==> src/pkg/pdm_pkg.sv <==
package pdm_pkg;
  // register byte addresses on the plain register port
  localparam logic [7:0] REG_PDCR = 8'h00;
  localparam logic [7:0] REG_MSTOP = 8'h04;
  localparam logic [7:0] REG_WDCS = 8'h08;
  localparam logic [7:0] REG_WDCNT = 8'h0c;
  localparam logic [7:0] REG_INTEVT = 8'h10;
  localparam logic [7:0] REG_PSTAT = 8'h14;
  // field positions
  localparam int STANDBY_SELECT_BIT_POS = 7;
  localparam int WDRUN_POS = 7;
  localparam int CKS_W = 3;
  localparam int PSTAT_LOW_POS = 8;
  localparam int PSTAT_UP_POS = 9;
  // module stop bits: low byte is the first stop group, high byte the second
  localparam int MODULE_STOP_BIT_W = 16;
  localparam logic [15:0] MODULE_STOP_BIT_RST = 16'h0000;
  localparam logic [15:0] MODULE_STOP_BIT_WMASK = 16'h7c2f;
  localparam logic [15:0] MODULE_STOP_BIT_INV = 16'h4000;
  localparam logic [15:0] MODULE_STOP_BIT_INIT = 16'h2008;
  localparam int MODULE_STOP_BIT_USB = 14;
  // watchdog settling timer
  localparam int CNT_W = 8;
  localparam int PRE_W = 11;
  localparam int PRESC_BASE = 4;
  localparam logic [7:0] WDCNT_RST = 8'h00;
  localparam logic [7:0] WDT_LOCK_CNT = 8'h80;
  localparam logic [2:0] CKS_RST = 3'h0;
  // interrupt event codes, values arbitrary
  localparam int EVT_W = 12;
  localparam logic [11:0] EVT_RST = 12'h000;
  localparam logic [11:0] EVT_NMI = 12'h010;
  localparam logic [11:0] EVT_IRQ = 12'h020;
  // power-down sequencer states
  typedef enum logic [6:0] {
    ST_RUN = 7'h01,
    ST_SLEEP = 7'h02,
    ST_STANDBY_SELECT_BIT = 7'h04,
    ST_SETTLE = 7'h08,
    ST_LOCK = 7'h10,
    ST_POR = 7'h20,
    ST_MRST = 7'h40
  } pdm_state_e;
endpackage : pdm_pkg

==> src/rtl/pdm_settle_timer.sv <==
`timescale 1ns/1ps
`default_nettype none
module pdm_settle_timer
  import pdm_pkg::*;
#(
  parameter int CW = CNT_W,
  parameter int PW = PRE_W
) (
  input wire logic clk_sys,
  input wire logic rst_b,
  input wire logic run,
  input wire logic [CKS_W-1:0] cks,
  input wire logic cntWr,
  input wire logic [CW-1:0] cntWrData,
  output logic [CW-1:0] cnt,
  output logic ovf,
  output logic hitLock
);
  logic [PW-1:0] pre_q, pre_d;
  logic [CW-1:0] cnt_q, cnt_d;
  logic tick;

  // prescaler tick every 2^(cks+base) cycles; the clock select widens the settling window
  always_comb begin
    tick = run && (pre_q == PW'((1 << (int'(cks) + PRESC_BASE)) - 1));
    pre_d = run ? (tick ? '0 : pre_q + 1'b1) : '0;
    cnt_d = cnt_q;
    if (cntWr) begin
      cnt_d = cntWrData; // software write wins over a tick in the same cycle
    end else if (tick) begin
      cnt_d = cnt_q + 1'b1;
    end
  end

  always_ff @(posedge clk_sys) begin
    if (!rst_b) begin
      pre_q <= '0;
      cnt_q <= CW'(WDCNT_RST);
    end else begin
      pre_q <= pre_d;
      cnt_q <= cnt_d;
    end
  end

  // counter wrap ends settling; reaching the lock count re-enters standby
  assign cnt = cnt_q;
  assign ovf = tick && !cntWr && (cnt_q == '1);
  assign hitLock = tick && !cntWr && (cnt_q == CW'(WDT_LOCK_CNT - 8'h01));
endmodule : pdm_settle_timer
`default_nettype wire

==> src/rtl/pdm_module_stop_bit_gate.sv <==
`timescale 1ns/1ps
`default_nettype none
module pdm_module_stop_bit_gate
  import pdm_pkg::*;
#(
  parameter int N = MODULE_STOP_BIT_W,
  parameter logic [N-1:0] INV = MODULE_STOP_BIT_INV,
  parameter logic [N-1:0] INIT = MODULE_STOP_BIT_INIT
) (
  input wire logic [N-1:0] stopBits,
  input wire logic clkRun,
  input wire logic stbyInit,
  output logic [N-1:0] clkEn,
  output logic [N-1:0] regInit
);
  // one gate per peripheral; inverted bits read 0 as stopped
  for (genvar i = 0; i < N; i++) begin : g_mod
    logic stopped;
    assign stopped = INV[i] ? !stopBits[i] : stopBits[i];
    assign clkEn[i] = clkRun && !stopped;
    assign regInit[i] = INIT[i] && (stopped || stbyInit);
  end
endmodule : pdm_module_stop_bit_gate
`default_nettype wire

==> src/rtl/pdm_top.sv <==
// Overview of operation
// - halt with standby select clear enters sleep, cpu halted, registers kept
// - peripherals stay clocked in sleep; only the cpu stops
// - on-chip memory accesses are ignored during sleep, read data undefined
// - both clock output pins keep running during sleep
// - sleep drives upper status high, lower status low
// - nmi, irq, peripheral interrupt or reset leave sleep, block bit ignored
// - interrupt wake starts exception handling and loads the event code
// - halt with standby select set stops cpu, clocks, peripherals, clock pins
// - standby or module standby initializes adc and timer unit registers
// - standby drives upper status low, lower status high
// - nmi or irq edge restarts watchdog; clocks return after its interval
// - standby interrupt exit drives both status pins low before handling
// - clearing standby select stops watchdog; else it relocks standby at 80h
// - manual reset is ignored while standby select is set, except in standby itself
// - standby wake ignores the interrupt block bit
// - reset pins exit standby; clock output keeps running meanwhile
// - module stop bit set gates clock; usb bit inverted, zero at reset
// - clearing a stop bit or power-on reset ends module standby; usb writes one
// - power-on reset drives both status pins high, low once done
//
// Local design decisions: the register offsets and the strobed register port.
`timescale 1ns/1ps
`default_nettype none
module pdm_top
  import pdm_pkg::*;
(
  input wire logic clk_sys,
  input wire logic rst_b,
  input wire logic porResetB,
  input wire logic manResetB,
  input wire logic haltExec,
  input wire logic nmiB,
  input wire logic irqB,
  input wire logic periphIntReq,
  input wire logic [EVT_W-1:0] periphIntCode,
  input wire logic memReq,
  input wire logic [7:0] regAddr,
  input wire logic [31:0] regWdata,
  input wire logic regWr,
  input wire logic regRd,
  output logic [31:0] regRdata,
  output logic cpuHalt,
  output logic cpuResetReq,
  output logic intTake,
  output logic [EVT_W-1:0] intEvtCode,
  output logic memAck,
  output logic memIgnored,
  output logic internalClkEn,
  output logic clkOutEn,
  output logic clkOut2En,
  output logic [MODULE_STOP_BIT_W-1:0] periphClkEn,
  output logic [MODULE_STOP_BIT_W-1:0] periphInit,
  output logic statusUpper,
  output logic statusLower
);
  pdm_state_e state_q, state_d;
  logic standby_select_bit_q, standby_select_bit_d;
  logic [MODULE_STOP_BIT_W-1:0] module_stop_bit_q, module_stop_bit_d;
  logic wdtRun_q, wdtRun_d;
  logic [CKS_W-1:0] cks_q, cks_d;
  logic [EVT_W-1:0] evt_q, evt_d;
  logic [EVT_W-1:0] pend_q, pend_d;
  logic take_q, take_d;
  logic statU_q, statU_d;
  logic statL_q, statL_d;
  logic nmiPrev_q, irqPrev_q;
  logic [31:0] rdata_q, rdata_d;
  logic resetAll, nmiEdge, irqEdge, manAccept, wakeSleep, wdtStart, stbyClear;
  logic inStandby, wrPdcr, wrMstop, wrWdcs, wrWdcnt;
  logic [CNT_W-1:0] wdtCnt;
  logic wdtOvf, wdtHit;

  // power-on pin acts as a full reset alongside the system reset
  assign resetAll = !rst_b || !porResetB;
  assign nmiEdge = nmiB ^ nmiPrev_q;
  assign irqEdge = irqB ^ irqPrev_q;
  assign manAccept = !manResetB && (!standby_select_bit_q || state_q == ST_STANDBY_SELECT_BIT);
  // sleep wake sources, block bit not consulted
  assign wakeSleep = !nmiB || !irqB || periphIntReq;
  assign inStandby = (state_q == ST_STANDBY_SELECT_BIT) || (state_q == ST_SETTLE) || (state_q == ST_LOCK);

  // register write decode
  assign wrPdcr = regWr && (regAddr == REG_PDCR);
  assign wrMstop = regWr && (regAddr == REG_MSTOP);
  assign wrWdcs = regWr && (regAddr == REG_WDCS);
  assign wrWdcnt = regWr && (regAddr == REG_WDCNT);
  assign stbyClear = wrPdcr && standby_select_bit_q && !regWdata[STANDBY_SELECT_BIT_POS];

  // sequencer next state
  always_comb begin
    state_d = state_q;
    take_d = 1'b0;
    evt_d = evt_q;
    pend_d = pend_q;
    wdtStart = 1'b0;
    case (state_q)
      ST_POR: begin
        state_d = ST_RUN;
      end
      ST_RUN: begin
        if (manAccept) begin
          state_d = ST_MRST;
        end else if (haltExec) begin
          state_d = standby_select_bit_q ? ST_STANDBY_SELECT_BIT : ST_SLEEP;
        end else if (standby_select_bit_q && wdtRun_q && wdtHit) begin
          state_d = ST_LOCK;
        end
      end
      ST_SLEEP: begin
        if (manAccept) begin
          state_d = ST_MRST;
        end else if (wakeSleep) begin
          // wake with event code, nmi first
          state_d = ST_RUN;
          take_d = 1'b1;
          evt_d = !nmiB ? EVT_NMI : (!irqB ? EVT_IRQ : periphIntCode);
        end
      end
      ST_STANDBY_SELECT_BIT: begin
        if (manAccept) begin
          state_d = ST_MRST;
        end else if (nmiEdge || irqEdge) begin
          // edge restarts watchdog as settling timer
          state_d = ST_SETTLE;
          wdtStart = 1'b1;
          pend_d = nmiEdge ? EVT_NMI : EVT_IRQ;
        end
      end
      ST_SETTLE: begin
        if (wdtOvf) begin
          state_d = ST_RUN;
          take_d = 1'b1;
          evt_d = pend_q;
        end
      end
      ST_LOCK: begin
        state_d = ST_LOCK; // only a power-on or system reset gets out
      end
      ST_MRST: begin
        if (manResetB) begin
          state_d = ST_RUN;
        end
      end
      default: begin
        state_d = ST_POR;
      end
    endcase
  end

  // status pins follow the next state so they change with it
  always_comb begin
    statU_d = (state_d == ST_POR) || (state_d == ST_SLEEP);
    statL_d = (state_d == ST_POR) || (state_d == ST_STANDBY_SELECT_BIT) || (state_d == ST_SETTLE)
      || (state_d == ST_LOCK);
  end

  // software-visible control registers
  always_comb begin
    standby_select_bit_d = wrPdcr ? regWdata[STANDBY_SELECT_BIT_POS] : standby_select_bit_q;
    module_stop_bit_d = wrMstop ? (regWdata[MODULE_STOP_BIT_W-1:0] & MODULE_STOP_BIT_WMASK) : module_stop_bit_q;
    cks_d = wrWdcs ? regWdata[CKS_W-1:0] : cks_q;
    wdtRun_d = wdtRun_q;
    if (wdtStart) begin
      wdtRun_d = 1'b1; // hardware restart wins over a clear in the same cycle
    end else if (stbyClear) begin
      wdtRun_d = 1'b0;
    end else if (wrWdcs) begin
      wdtRun_d = regWdata[WDRUN_POS];
    end
  end

  // read data valid only in the cycle after the strobe; unmapped reads zero
  always_comb begin
    rdata_d = 32'h0000_0000;
    if (regRd) begin
      case (regAddr)
        REG_PDCR: rdata_d[STANDBY_SELECT_BIT_POS] = standby_select_bit_q;
        REG_MSTOP: rdata_d[MODULE_STOP_BIT_W-1:0] = module_stop_bit_q;
        REG_WDCS: rdata_d = {24'h00_0000, wdtRun_q, 4'h0, cks_q};
        REG_WDCNT: rdata_d[CNT_W-1:0] = wdtCnt;
        REG_INTEVT: rdata_d[EVT_W-1:0] = evt_q;
        REG_PSTAT: rdata_d = {22'h00_0000, statU_q, statL_q, 1'b0, state_q};
        default: rdata_d = 32'h0000_0000;
      endcase
    end
  end

  always_ff @(posedge clk_sys) begin
    if (resetAll) begin
      state_q <= ST_POR;
      standby_select_bit_q <= 1'b0;
      // power-on clears stop bits, usb starts stopped
      module_stop_bit_q <= MODULE_STOP_BIT_RST;
      wdtRun_q <= 1'b0;
      cks_q <= CKS_RST;
      evt_q <= EVT_RST;
      pend_q <= EVT_RST;
      take_q <= 1'b0;
      statU_q <= 1'b1;
      statL_q <= 1'b1;
      nmiPrev_q <= 1'b1;
      irqPrev_q <= 1'b1;
      rdata_q <= 32'h0000_0000;
    end else begin
      state_q <= state_d;
      standby_select_bit_q <= standby_select_bit_d;
      module_stop_bit_q <= module_stop_bit_d;
      wdtRun_q <= wdtRun_d;
      cks_q <= cks_d;
      evt_q <= evt_d;
      pend_q <= pend_d;
      take_q <= take_d;
      statU_q <= statU_d;
      statL_q <= statL_d;
      nmiPrev_q <= nmiB;
      irqPrev_q <= irqB;
      rdata_q <= rdata_d;
    end
  end

  pdm_settle_timer #(
    .CW(CNT_W),
    .PW(PRE_W)
  ) u_timer (
    .clk_sys(clk_sys),
    .rst_b(!resetAll),
    .run(wdtRun_q),
    .cks(cks_q),
    .cntWr(wrWdcnt),
    .cntWrData(regWdata[CNT_W-1:0]),
    .cnt(wdtCnt),
    .ovf(wdtOvf),
    .hitLock(wdtHit)
  );

  pdm_module_stop_bit_gate #(
    .N(MODULE_STOP_BIT_W),
    .INV(MODULE_STOP_BIT_INV),
    .INIT(MODULE_STOP_BIT_INIT)
  ) u_gate (
    .stopBits(module_stop_bit_q),
    .clkRun(internalClkEn),
    .stbyInit(inStandby),
    .clkEn(periphClkEn),
    .regInit(periphInit)
  );

  // clocks stop only in standby states
  assign internalClkEn = !inStandby;
  assign clkOutEn = !inStandby;
  assign clkOut2En = !inStandby;
  assign cpuHalt = (state_q != ST_RUN);
  assign cpuResetReq = (state_q == ST_MRST) || (state_q == ST_POR);
  assign memIgnored = (state_q == ST_SLEEP);
  assign memAck = memReq && (state_q != ST_SLEEP);
  assign intTake = take_q;
  assign intEvtCode = evt_q;
  assign statusUpper = statU_q;
  assign statusLower = statL_q;
  assign regRdata = rdata_q;
endmodule : pdm_top
`default_nettype wire

==> config.mk <==
export PLATFORM = sky130hd
export DESIGN_NAME = pdm_top
export DESIGN_NICKNAME = d
export VERILOG_FILES = /design/src/pkg/pdm_pkg.sv /design/src/rtl/pdm_settle_timer.sv /design/src/rtl/pdm_module_stop_bit_gate.sv /design/src/rtl/pdm_top.sv
export SDC_FILE = /design/constraint.sdc
export NUM_CORES = 1
export LEC_CHECK = 0
export BUFFER_PORTS_ARGS = -buffer_cell sky130_fd_sc_hd__buf_2
export CAP_MARGIN = 30
export CORE_MARGIN = 1
export CORE_UTILIZATION = 54
export DETAILED_ROUTE_END_ITERATION = 8
export PLACE_DENSITY = 0.83
export SLEW_MARGIN = 40
export SYNTH_ARGS = -nofsm -noshare
export SYNTH_HDL_FRONTEND = slang
export SYNTH_HIERARCHICAL = 1
export SYNTH_SLANG_ARGS = --single-unit
==> constraint.sdc <==
create_clock -name clk_sys -period 5.16 [get_ports clk_sys]
set_input_delay 0.774 -clock clk_sys [delete_from_list [all_inputs] [get_ports clk_sys]]
set_output_delay 0.774 -clock clk_sys [all_outputs]
set_load 0.005 [all_outputs]
=== After elaboration in Yosys (flattened, before gate mapping) ===
Index checks and enable logic that the tools add are counted.
W data, S select, Z words.

* Word-level logic and storage cells: 151
* Input port bits: 63
* Flip-flop bits (word level): 101
* Output and inout bits: 86

* Bitwise gates (word level): 6
* Reductions and logical operators: 65
* Eq/ne operators: 25
* Mux-type cells: 33
* Shift-type cells: 1
* Add/sub/neg operators: 4

{| class="wikitable"
|+ Operator list
! operator !! number
|-
| $mux W7 || 9
|-
| $mux W12 || 5
|-
| $pmux W7 S7 || 1
|-
| $pmux W7 S5 || 1
|-
| $shl A1 B32 Y11 const A || 1
|-
| $logic_and A1 B1 Y1 || 24
|-
| $pmux W12 S2 || 1
|-
| $logic_not A1 Y1 || 18
|-
| $eq A8 B4 Y1 const B || 2
|-
| $eq A8 B5 Y1 const B || 2
|-
| $mux W8 || 2
|-
| $eq A7 B2 Y1 const B || 2
|-
| $eq A7 B3 Y1 const B || 2
|-
| $eq A7 B4 Y1 const B || 2
|-
| $eq A7 B5 Y1 const B || 2
|-
| $eq A7 B6 Y1 const B || 2
|-
| $logic_or A1 B1 Y1 || 14
|-
| $pmux W4 S3 || 1
|-
| $add A11 B1 Y11 const B || 1
|-
| $eq A11 B11 Y1 || 1
|-
| $sub A11 B2 Y11 const B || 1
|-
| $mux W1 || 9
|-
| $add A8 B1 Y8 const B || 1
|-
| $eq A8 B3 Y1 const B || 1
|-
| other kinds (22) || 29
|}

=== Longest topological paths before layout ===
Gate-level depths: netlist (run 1).

* Depth in word-level cells: 16
* Mapped depth: 11
* Depth with buffers taken out: 8

=== By module ===
The synthesis (run 1) kept the hierarchy.

{| class="wikitable"
|+ Modules (own cells, without submodules)
! module !! instances !! sequential area each (µm²) !! area an instance (µm²) !! cells an instance
|-
| pdm_top || 1 || 1121.1 || 2767.7 || 330
|-
| pdm_settle_timer || 1 || 380.4 || 1211.2 || 140
|-
| pdm_module_stop_bit_gate || 1 || 0.0 || 294.0 || 34
|}

=== Worst setup path after synthesis (run 1) ===
No wires, ideal clock.

* Path type: input port to flip-flop
* From: input regAddr[4]
* To: register evt_q[10] (netlist: intEvtCode[10])
* Path buffers: 3
* Stages: 10
* Data required time: 5.038 ns
* Slack: 2.166 ns
* Arrival time: 2.872 ns
* Library setup time: 0.122 ns
* Cell sequence: clkbuf_1 -> nor2b_1 -> and2_1 -> and3_1 -> clkbuf_1 -> or3_1 -> nor4b_1 -> a32o_4 -> buf_6 -> o21ai_0

* Word-level cells in the longest chain between the ends: 7

{| class="wikitable"
|+ RTL lines
! what !! RTL line !! RTL
|-
| start: declaration || pdm_top.sv:38 || <nowiki>input wire logic [7:0] regAddr,</nowiki>
|-
| $eq A8 B4 Y1 || pdm_top.sv:87 || <nowiki>assign wrWdcnt = regWr && (regAddr == REG_WDCNT);</nowiki>
|-
| $logic_and A1 B1 Y1 || pdm_top.sv:87 ||
|-
| via wrWdcnt || pdm_top.sv:70 || <nowiki>logic inStandby, wrPdcr, wrMstop, wrWdcs, wrWdcnt;</nowiki>
|-
| $logic_not A1 Y1 || pdm_settle_timer.sv:47 || <nowiki>assign ovf = tick && !cntWr && (cnt_q == '1);</nowiki>
|-
| $logic_and A1 B1 Y1 (2 in series) || pdm_settle_timer.sv:47 ||
|-
| via wdtOvf || pdm_top.sv:72 || <nowiki>logic wdtOvf, wdtHit;</nowiki>
|-
| $ne A2 B1 Y1 (no line) || - ||
|-
| $reduce_and A4 Y1 (no line) || - ||
|-
| end signal: assignment || pdm_top.sv:211 || <nowiki>evt_q <= evt_d;</nowiki>
|-
| end: declaration || pdm_top.sv:62 || <nowiki>logic [EVT_W-1:0] evt_q, evt_d;</nowiki>
|}

The timed path passes the listed nets, and every way through them passes these cells.
A chain may end at the register's enable or synchronous reset.

=== Final worst setup path (run 1) ===
* From: register state_q[1]
* To: output periphClkEn[3]

* Word-level cells in the longest chain between the ends: 5
* Elaborated cells between the ends (all ways): 7
* Those cells by class: eq/ne (3); reduce/logical (4)

{| class="wikitable"
|+ RTL lines
! what !! RTL line !! RTL
|-
| start: declaration || pdm_top.sv:57 || <nowiki>pdm_state_e state_q, state_d;</nowiki>
|-
| start signal: assignment || pdm_top.sv:206 || <nowiki>state_q <= state_d;</nowiki>
|-
| $eq A7 B3 Y1 / $eq A7 B4 Y1 (equally long branches) || pdm_top.sv:81 || <nowiki>assign inStandby = (state_q == ST_STANDBY_SELECT_BIT) || (state_q == ST_SETTLE) || (state_q == ST_LOCK);</nowiki>
|-
| $logic_or A1 B1 Y1 || pdm_top.sv:81 ||
|-
| $logic_or A1 B1 Y1 * || pdm_top.sv:81 ||
|-
| via inStandby || pdm_top.sv:70 ||
|-
| $logic_not A1 Y1 * || pdm_top.sv:250 || <nowiki>assign internalClkEn = !inStandby;</nowiki>
|-
| $logic_and A1 B1 Y1 * || pdm_module_stop_bit_gate.sv:20 || <nowiki>assign clkEn[i] = clkRun && !stopped;</nowiki>
|-
| end: declaration || pdm_top.sv:52 || <nowiki>output logic [MODULE_STOP_BIT_W-1:0] periphClkEn,</nowiki>
|}

The timed path passes the listed nets; every way through them passes the cells marked *.

==> flow_metrics.py, run 1 <==
metrics = {
    "power_and_ir_drop": {
        "power.leakage_nw": 1.97,
        "p_switching_uw": 296,
        "p_seq_share_pct": 53.5,
        "p_int_uw": 796,
        "switching_share_pct": 27.1,
        "ir_drop_uv": 183,
        "combPwrFrac_pct": 7.4,
        "power.density_nw_per_um2": 228,
        "pwr-share-clk_pct": 39.1,
    },
    "hold_path": {
        "hold-path-endpoint": "module_stop_bit_q[14]",
        "holdPathStages": 2,
        "hp-class": "flop to flop",
        "hold_start": "module_stop_bit_q[14]",
    },
    "setup_path": {
        "r2r-start": "cks_q[2]",
        "r2r_slack_ns": 2.15,
        "cp_max_fo": 19,
        "ff2ff_path_depth": 7,
        "rr_endpoint": "intEvtCode[5]",
        "crit_arrival_ns": 2.93,
        "criticalPathCategory": "flop to primary output",
        "crit_path_end_kind": "primary output",
        "cp-start-kind": "flop",
        "cp.required_ns": 4.39,
    },
    "yosys": {
        "ys_types": 75,
        "synth_ff_type": "dfxtp_1",
        "seq_area_frac_synth_pct": 35.1,
        "avgSynthCellArea_um2": 8.48,
        "postSynthCellCount": 504,
        "ys_ff_latch": 75,
        "synthArstFlopShare_pct": 0,
        "ys_warn_count": 6,
        "synth_edf_count": 0,
        "synth_area_um2": 4270,
    },
    "drt": {
        "drt-vias-per-instance": 5.72,
        "wl_per_cell_um": 14.8,
        "drtAntennaViolNets": 0,
        "firstDrtPassIters": 5,
        "first_iter_violations": 460,
        "remaining_drc_errors": 0,
        "wl_um": 10400,
        "vias": 4009,
    },
    "sta": {
        "fmax_ghz": 0.270,
        "hold_viol_final": 0,
        "fin_crit_ns": 3.71,
        "setup_viol": 0,
        "worst_pin_slew_ns": 0.795,
        "finalMaxSlewViolations": 0,
        "fin_tns_setup_ns": 0,
        "relSlewSlack_pct": 46.7,
        "setup_slack_ns": 1.45,
        "fin_skew_ns": 0.0100,
        "fin_crit_sh_pct": 71.8,
        "rsz0062_at_grt": "no",
    },
    "clock_network": {
        "cts_buffers": 9,
        "clock_sinks": 75,
        "cts_tree": "built",
        "clock-root-buffer": "clkbuf_8",
        "clk-insertion-delay-late_ns": 0.36,
        "cts_resized": 0,
        "postCtsSetupBuffers": 0,
        "cts.clk_slew.worst_paths_ns": 0.09,
        "cts_buffer_depth": 2,
        "cts_hold_buf": 0,
        "cts.htree.levels": 3,
    },
    "global_route": {
        "grt_pass1_vias": 3594,
        "grt_pass1_wl_um": 16700,
        "globalRoute.totalOverflow": 0,
        "grt_usage_pct": 24.9,
        "antenna_found_initial": 0,
        "grt_max_degree": 27,
    },
    "floorplanning": {
        "die_h_um": 91.0,
        "die_w_um": 91.0,
        "start_util_pct": 55.6,
        "dieArea_um2": 8270,
        "io_pins": 149,
        "coreArea_um2": 7690,
        "num_rows": 32,
    },
    "final_layout": {
        "n_antenna_cell": 0,
        "post_route_cells_drive_above_1_share_pct": 25.9,
        "nFillCells": 702,
        "syn_to_final_growth_pct": 12.3,
        "final_cell_mix": "buf_2 (98), dfxtp_1 (75), nand2_1 (48), nor2_1 (48), nand3_1 (39)",
        "multiInputGateArea_um2": 2430,
        "mostFrequentLayoutCell": "buf_2",
        "layout.nets": 660,
        "regArea_um2": 1500,
    },
    "placed_design": {
        "hpwl_um": 7610,
        "gp_congestion": 0.932,
        "port_buffers": 98,
        "place_ws_ns": 1.72,
    },
    "flow_run": {
        "maxCapViolCount": 0,
    },
    "run_status": {
        "outcome": "complete, no violations",
    },
}
==> sequential cells by signal, indices dropped and copies added, names as in the netlist, 2 cells and up <==
signal	flops
cks_q	3
intEvtCode	12
module_stop_bit_q	10
pend_q	2
regRdata	15
state_q	7
u_timer/cnt	8
u_timer/pre_q	11
==> logic make-up after synthesis <==
| kind of cell | Yosys count | share of synthesized area (%) |
|---|---|---|
| AOI/OAI and AO/OA | 98 | 16.4 |
| xor gates and xnor gates | 16 | 3.28 |
| adders and majority gates | 3 | 0.879 |
| buffers and inverters | 68 | 11.0 |
| DFF | 75 | 35.1 |
| muxes | 11 | 2.72 |
| other | 2 | 0.176 |
| and+or+nand+nor | 231 | 30.4 |
==> synthesized netlist by cell type (3+ instances only) <==
| library cell | instances | share of area (%) |
|---|---|---|
| xnor2_1 | 8 | 1.6 |
| nor2_1 | 48 | 4.2 |
| o21ai_0 | 13 | 1.5 |
| buf_6 | 5 | 1.3 |
| nand2_1 | 49 | 4.3 |
| xor2_1 | 8 | 1.6 |
| a21oi_1 | 24 | 2.8 |
| nand4_1 | 5 | 0.73 |
| nand2b_1 | 5 | 0.73 |
| dfxtp_1 | 75 | 35 |
| nor3b_1 | 5 | 0.88 |
| nor4_1 | 4 | 0.59 |
| inv_1 | 11 | 0.97 |
| nand3_1 | 39 | 4.6 |
| nor3_1 | 7 | 0.82 |
| o22ai_1 | 3 | 0.44 |
| mux2_2 | 5 | 1.3 |
| a31oi_1 | 6 | 0.88 |
| a22oi_1 | 8 | 1.4 |
| buf_4 | 33 | 5.8 |
| nor2b_4 | 8 | 2.6 |
| buf_2 | 3 | 0.35 |
| a22o_1 | 7 | 1.4 |
| or2_2 | 4 | 0.59 |
| ha_1 | 3 | 0.88 |
| or3_1 | 3 | 0.44 |
| o21ai_2 | 7 | 1.4 |
| nor2b_1 | 15 | 2.2 |
| and3_1 | 8 | 1.2 |
| o211ai_1 | 3 | 0.53 |
| and2_1 | 8 | 1.2 |
| clkbuf_1 | 12 | 1.1 |
| mux2i_1 | 6 | 1.4 |
| or4_1 | 4 | 0.70 |
| nor4b_1 | 3 | 0.62 |
==> critical path: stages, from the launching register on <==
cell and delay (ns):
dfxtp_1 0.41, or4_4 0.61, a211oi_1 0.69, inv_1 0.45, and2b_1 0.29, buf_2 0.12
==> worst max-delay path by stage <==
stage                from              to  slack (ns)  cells after the start
3_5_place_dp   regAddr[3]   intEvtCode[5]        1.72                      9
6_report       state_q[1]  periphClkEn[3]        1.45                      5
3_3_place_gp   regAddr[3]   intEvtCode[5]        1.77                      9
4_1_cts        state_q[1]  periphClkEn[3]        1.51                      5
5_1_grt        state_q[1]  periphClkEn[3]        1.33                      5
2_1_floorplan  regAddr[4]  intEvtCode[10]        2.17                     10
==> layer usage <==
layer | up-vias | GRT usage (%) | routed length (um)
met5 | - | 0 | 0
met4 | 0 | 8.47 | 129
met3 | 24 | 5.53 | 923
met2 | 239 | 41.5 | 5090
met1 | 1847 | 31.8 | 4260
li1 | 1899 | - | -
==> stage by stage <==
step	hold WS (ns)	std cells	cell area [um2]	utilization (%)	power, mW
finish	0.468	701	4800	62.4	1.09
global route	0.495	701	4800	62.4	1.13
CTS	0.470	700	4790	62.3	1.10
detailed placement	0.458	684	4610	59.9	0.676
global placement	0.446	684	4610	59.9	0.674
floorplan	0.437	539	4400	-	0.662
==> power groups by stage <==
stage | Sequential, mW | Combinational [mW] | Clock [mW]
final | 0.584 | 0.0805 | 0.427
after global placement | 0.598 | 0.0764 | 0
after detailed placement | 0.598 | 0.0781 | 0
after floorplan | 0.596 | 0.0659 | 0
after global routing | 0.585 | 0.0891 | 0.460
after CTS | 0.584 | 0.0784 | 0.436
==> layout make-up <==
| cell class | instances | share of cell area, % |
|---|---|---|
| Clock buffer | 9 | 2.58 |
| Clock inverter | 7 | 1.25 |
| Inverter | 11 | 0.860 |
| Multi-Input combinational cell | 396 | 50.7 |
| Sequential cell | 75 | 31.3 |
| Tap cell | 102 | 2.66 |
| Timing Repair Buffer | 101 | 10.6 |
Power figures use the tool's default switching activity.
==> run 2, diff against run 1 <==
--- a/config.mk
+++ b/config.mk
@@ -5,12 +5,13 @@
 export SDC_FILE = /design/constraint.sdc
 export NUM_CORES = 1
 export LEC_CHECK = 0
+export ABC_AREA = 1
 export BUFFER_PORTS_ARGS = -buffer_cell sky130_fd_sc_hd__buf_2
 export CAP_MARGIN = 30
 export CORE_MARGIN = 1
-export CORE_UTILIZATION = 54
+export CORE_UTILIZATION = 51
 export DETAILED_ROUTE_END_ITERATION = 8
-export PLACE_DENSITY = 0.83
+export PLACE_DENSITY = 0.79
 export SLEW_MARGIN = 40
 export SYNTH_ARGS = -nofsm -noshare
 export SYNTH_HDL_FRONTEND = slang
==> constraint.sdc (replaced) <==
create_clock -name clk_sys -period 3.5 [get_ports clk_sys]
set_input_delay 0.525 -clock clk_sys [delete_from_list [all_inputs] [get_ports clk_sys]]
set_output_delay 0.525 -clock clk_sys [all_outputs]
set_load 0.005 [all_outputs]
==> run 2 against run 1 <==
Utilization down 1.7 points. Largest cell class unchanged. Combinational power increased by 47%. Clock-buffer cell count increased by 2. Final area increased by 5.0%. Flip-flop and latch count stayed put. Via count grew 6.4%. Critical endpoint is now periphClkEn[1].
==> flow_metrics.py, run 2 <==
metrics = {
    "global_route": {
        "globalRoute.totalOverflow": 0,
        "grtUsageMet3_pct": 4.15,
        "grt_usage_pct": 24.9,
        "grt_pass1_vias": 3792,
        "antenna_found_initial": 0,
        "grt-busiest-layer": "met2",
        "met2_usage_pct": 41.3,
        "grt_max_degree": 22,
        "gr-usage-met1_pct": 32.5,
        "grt_pass1_wl_um": 17300,
    },
    "sta": {
        "rsz0062_at_grt": "no",
        "relSlewSlack_pct": 51.6,
        "setup_slack_ns": 0.651,
        "hold_viol_final": 0,
        "fin_tns_setup_ns": 0,
        "hold_ws_ns": 0.427,
        "fin_crit_ns": 2.85,
        "worst_pin_slew_ns": 0.723,
        "fmax_ghz": 0.351,
        "setup_viol": 0,
        "finalMaxSlewViolations": 0,
        "fin_skew_ns": 0.0110,
        "fin_crit_sh_pct": 81.4,
    },
    "floorplanning": {
        "io_pins": 149,
        "coreArea_um2": 8300,
        "die_h_um": 95.0,
        "start_util_pct": 53.2,
        "die_w_um": 95.0,
        "num_rows": 33,
        "dieArea_um2": 9030,
    },
    "yosys": {
        "seq_area_frac_synth_pct": 34.0,
        "synth.most_common_cell": "nand2_1",
        "synthArstFlopShare_pct": 0,
        "synth_ff_type": "dfxtp_1",
        "synth_top_area_cell": "dfxtp_1",
        "synth_area_um2": 4420,
        "avgSynthCellArea_um2": 6.77,
        "yosys.area.top_type_share_pct": 34.0,
        "synthTopCellsByCount": "nand2_1 (143), nor2_1 (98), dfxtp_1 (75), inv_1 (56), nand3_1 (44)",
        "synth_edf_count": 0,
        "ys_types": 42,
        "postSynthCellCount": 652,
        "ys_warn_count": 6,
        "synth_top_cells_by_area": "dfxtp_1 (34%), nand2_1 (12%), nor2_1 (8.3%)",
        "ys_ff_latch": 75,
    },
    "power_and_ir_drop": {
        "power.density_nw_per_um2": 337,
        "design_power_total_mw": 1.70,
        "power.leakage_nw": 2.29,
        "ir_drop_uv": 239,
    },
    "clock_network": {
        "cts.htree.levels": 3,
        "cts_tree": "built",
        "cts_resized": 0,
        "clock-root-buffer": "clkbuf_8",
        "cts_buffers": 9,
        "clk-insertion-delay-late_ns": 0.35,
        "postCtsSetupBuffers": 0,
        "clock_sinks": 75,
        "cts.clk_slew.worst_paths_ns": 0.08,
        "cts_buffer_depth": 2,
        "cts_hold_buf": 0,
    },
    "setup_path": {
        "endpoint": "periphClkEn[1]",
        "rr_endpoint": "intEvtCode[5]",
        "crit_path_end_kind": "primary output",
        "cpPeakStageDelay_ns": 0.34,
        "critPathSlowestCell": "dfxtp_1",
        "cp_max_fo": 15,
        "r2r-start": "u_timer/pre_q[0]",
        "path_cells": "inv_2 -> nand2_1 -> nor3_2 -> nand2_1 -> nand3_1 -> inv_1 -> inv_2 -> nor2_1 -> buf_2",
        "r2r_slack_ns": 1.00,
        "criticalPathCategory": "flop to primary output",
        "cp.required_ns": 2.97,
        "crit_arrival_ns": 2.32,
        "worstSetupStartpoint": "state_q[0]",
        "ff2ff_path_depth": 12,
        "cp-start-kind": "flop",
    },
    "final_layout": {
        "nFillCells": 792,
        "layout.nets": 814,
        "instances_no_fill": 857,
        "largest_reg_flops": 15,
        "finalInstanceArea_um2": 5040,
        "post_route_cells_drive_above_1_share_pct": 24.9,
        "final_cell_mix": "nand2_1 (143), nor2_1 (98), buf_2 (98), dfxtp_1 (75), inv_1 (56)",
        "fin_util_pct": 60.7,
        "mostFrequentLayoutCell": "nand2_1",
        "n_antenna_cell": 0,
        "syn_to_final_growth_pct": 14.1,
    },
    "drt": {
        "wl_um": 10900,
        "first_iter_violations": 205,
        "remaining_drc_errors": 0,
        "vias": 4265,
        "drtAntennaViolNets": 0,
        "drt-vias-per-instance": 4.98,
        "firstDrtPassIters": 7,
        "wl_per_cell_um": 12.7,
    },
    "placed_design": {
        "gp_congestion": 0.924,
        "hpwl_um": 8460,
        "port_buffers": 98,
        "placedInstanceArea_um2": 4830,
        "dpl.cell_count": 842,
        "place_ws_ns": 0.617,
    },
    "run_status": {
        "outcome": "complete, no violations",
    },
    "hold_path": {
        "hp-class": "input pin to flop",
    },
    "flow_run": {
        "maxCapViolCount": 0,
    },
}
==> run 2: cell types whose count changed after synthesis, moves of 17 or more <==
cell     delta
o21ai_0    +17
nand2_1    +94
nor2_2     +25
inv_1      +45
nor2_1     +50
==> run 2: worst max-delay path, delay by kind of cell, from the launching register on <==
kind / cells / cell delay (ns)
AND/OR/NAND/NOR: 5 / 0.98
buffers and inverters: 4 / 0.65
flip-flops: 1 / 0.34
==> run 2: area by class of cell <==
class | count | area, um2 | area share [%]
clock buffer | 11 | 131 | 2.61
clock inverter | 4 | 76.3 | 1.52
inverter | 68 | 258 | 5.12
multi-input combinational | 494 | 2430 | 48.3
sequential | 75 | 1500 | 29.8
tap | 105 | 131 | 2.61
timing repair buffer | 100 | 505 | 10.0
==> run 2: per-layer routing <==
layer	share of wire [%]	wire [um]	vias to the layer above
met1	44	4760	1923
met3	6.3	686	16
met4	1.6	169	0
li1	-	-	2177
met5	0	0	-
met2	48	5240	149
==> run 2: cells by family (layout without fill, tap and decap cells) <==
kind of cell | Yosys count | in the layout | synth area share (%)
adders and majority gates | 3 | 3 | 0.850
muxes | 1 | 1 | 0.227
buffers and inverters | 118 | 183 | 13.9
xor gates and xnor gates | 12 | 12 | 2.38
other | 2 | 37 | 0.170
AOI/OAI and AO/OA | 72 | 72 | 8.81
and+or+nand+nor | 369 | 369 | 39.7
DFF | 75 | 75 | 34.0
==> run 2: how the worst min path moves through the flow <==
stage	startpoint	end	slack [ns]	cells after the start
after floorplan	pend_q[4]	pend_q[4]	0.42	2
after global placement	pend_q[4]	pend_q[4]	0.43	2
after detailed placement	pend_q[4]	pend_q[4]	0.44	2
after CTS	regWdata[11]	module_stop_bit_q[11]	0.42	3
after global routing	regWdata[10]	module_stop_bit_q[10]	0.42	3
final	regWdata[3]	module_stop_bit_q[3]	0.43	3
==> run 2: power breakdown <==
part	internal [mW]	total [mW]	switching [mW]
Combinational	0.0426	0.118	0.0752
Clock	0.400	0.719	0.319
Sequential	0.857	0.861	0.00453
Total	1.30	1.70	0.399
==> run 3, diff against run 2 <==
==> constraint.sdc (replaced) <==
create_clock -name clk_sys -period 3 [get_ports clk_sys]
set_input_delay 0.45 -clock clk_sys [delete_from_list [all_inputs] [get_ports clk_sys]]
set_output_delay 0.45 -clock clk_sys [all_outputs]
set_load 0.005 [all_outputs]
==> run 3 against run 2 <==
Flip-flop and latch count stayed put. Clock skew is 0.0015 ns higher. Hold slack worse by 0.096 ns. Non-clock buffer count is 2 higher. Global-route usage is 0.46 points lower. Utilization hardly changed.
==> flow_metrics.py, run 3 (synthesized netlist as in run 2, its figures left out) <==
metrics = {
    "run_status": {
        "outcome": "complete, no violations",
    },
    "drt": {
        "firstDrtPassIters": 5,
        "vias": 4403,
        "wl_per_cell_um": 12.5,
        "first_iter_violations": 201,
        "remaining_drc_errors": 0,
        "wl_um": 10800,
        "drtAntennaViolNets": 0,
        "drt-vias-per-instance": 5.12,
    },
    "clock_network": {
        "cts_buffer_depth": 2,
        "cts.htree.levels": 3,
        "cts_buffers": 9,
        "cts_hold_buf": 0,
        "cts_resized": 0,
        "cts_tree": "built",
        "clock-root-buffer": "clkbuf_8",
        "clk-insertion-delay-late_ns": 0.35,
        "postCtsSetupBuffers": 0,
        "cts.clk_slew.worst_paths_ns": 0.08,
        "clock_sinks": 75,
    },
    "sta": {
        "hold_viol_final": 0,
        "hold_ws_ns": 0.331,
        "setup_viol": 0,
        "fin_crit_sh_pct": 90.1,
        "fin_crit_ns": 2.70,
        "relSlewSlack_pct": 48.0,
        "fmax_ghz": 0.370,
        "rsz0062_at_grt": "no",
        "fin_skew_ns": 0.0125,
        "finalMaxSlewViolations": 0,
        "worst_pin_slew_ns": 0.778,
        "fin_tns_setup_ns": 0,
    },
    "power_and_ir_drop": {
        "pwr-share-clk_pct": 40.4,
        "p_switching_uw": 483,
        "power.density_nw_per_um2": 380,
        "combPwrFrac_pct": 7.2,
        "p_seq_share_pct": 52.4,
        "ir_drop_uv": 289,
        "p_int_mw": 1.43,
        "power.leakage_nw": 2.29,
        "switching_share_pct": 25.2,
    },
    "final_layout": {
        "mostFrequentLayoutCell": "nand2_1",
        "largest_reg_flops": 15,
        "post_route_cells_drive_above_1_share_pct": 25.3,
        "n_antenna_cell": 0,
        "layout.nets": 816,
        "nFillCells": 794,
        "multiInputGateArea_um2": 2430,
        "syn_to_final_growth_pct": 14.1,
        "instances_no_fill": 860,
        "final_cell_mix": "nand2_1 (143), nor2_1 (98), buf_2 (98), dfxtp_1 (75), inv_1 (56)",
        "regArea_um2": 1500,
    },
    "placed_design": {
        "gp_congestion": 0.934,
        "hpwl_um": 8340,
        "dpl.cell_count": 844,
        "port_buffers": 98,
    },
    "setup_path": {
        "cpPeakStageDelay_ns": 0.34,
        "criticalPathCategory": "flop to primary output",
        "crit_path_end_kind": "primary output",
        "critPathSlowestCell": "dfxtp_1",
        "cp.required_ns": 2.55,
        "path_cells": "inv_2 -> nand2_1 -> nor3_2 -> nand2_1 -> nand3_1 -> inv_1 -> inv_2 -> nor2_1 -> buf_2",
        "cp-start-kind": "flop",
        "cp_max_fo": 15,
        "crit_arrival_ns": 2.25,
        "cp_top_family": "simple AND/OR/NAND/NOR gates",
        "cp.buffers_inverters": 4,
        "r2r_slack_ns": 0.52,
    },
    "global_route": {
        "globalRoute.totalOverflow": 0,
        "antenna_found_initial": 0,
        "grt_usage_pct": 24.4,
        "grt_pass1_wl_um": 17300,
        "grt_max_degree": 33,
        "grt_pass1_vias": 3921,
    },
    "flow_run": {
        "maxCapViolCount": 0,
    },
    "floorplanning": {
        "io_pins": 149,
        "dieArea_um2": 9030,
        "num_rows": 33,
        "die_w_um": 95.0,
        "die_h_um": 95.0,
        "start_util_pct": 53.2,
        "coreArea_um2": 8300,
    },
    "hold_path": {
        "hp-class": "input pin to flop",
    },
}
[run 3: layout make-up]
| type | count | area share (%) |
|---|---|---|
| Inverter | 68 | 5.12 |
| Timing Repair Buffer | 102 | 10.3 |
| Multi-Input combinational cell | 494 | 48.3 |
| Clock inverter | 6 | 1.32 |
| Sequential cell | 75 | 29.8 |
| Tap cell | 105 | 2.61 |
| Clock buffer | 10 | 2.53 |
[run 3: final timing paths]
kind         depth (start not counted)               endpoint          from
max                                  9        periphClkEn[13]    state_q[0]
min                                  3  module_stop_bit_q[10]  regWdata[10]
max reg2reg                         11          intEvtCode[5]      cks_q[2]
min reg2reg                          2              pend_q[4]     pend_q[4]
[run 3: tightest hold or removal path, delay by kind of cell]
family                 cells  cell delay [ns]
buffers and inverters      1             0.07
AND/OR/NAND/NOR            2             0.12
[run 3: power by group through the flow]
stage / registers, mW / clock network [mW] / logic, mW
3_3_place_gp: 1.03 / 0 / 0.133
2_1_floorplan: 1.03 / 0 / 0.110
5_1_grt: 1.00 / 0.824 / 0.154
3_5_place_dp: 1.03 / 0 / 0.135
4_1_cts: 1.00 / 0.782 / 0.136
6_report: 1.00 / 0.775 / 0.137
[run 3: layer usage]
| layer | up-vias | global-route usage, % | wire, um |
|---|---|---|---|
| met5 | - | 0 | 0 |
| met4 | 0 | 6.69 | 135 |
| met3 | 17 | 5.42 | 816 |
| met2 | 184 | 42.0 | 5210 |
| met1 | 2022 | 30.6 | 4600 |
| li1 | 2180 | - | - |
[run 3: metrics by stage]
step / power (mW) / utilization [%] / area [um2] / setup WS, ns
floorplan: 1.14 / - / 4550 / 0.675
global placement: 1.16 / 58.4 / 4840 / 0.539
detailed placement: 1.16 / 58.4 / 4840 / 0.493
CTS: 1.92 / 60.7 / 5040 / 0.298
global route: 1.98 / 60.7 / 5040 / 0.0784
finish: 1.92 / 60.7 / 5040 / 0.296
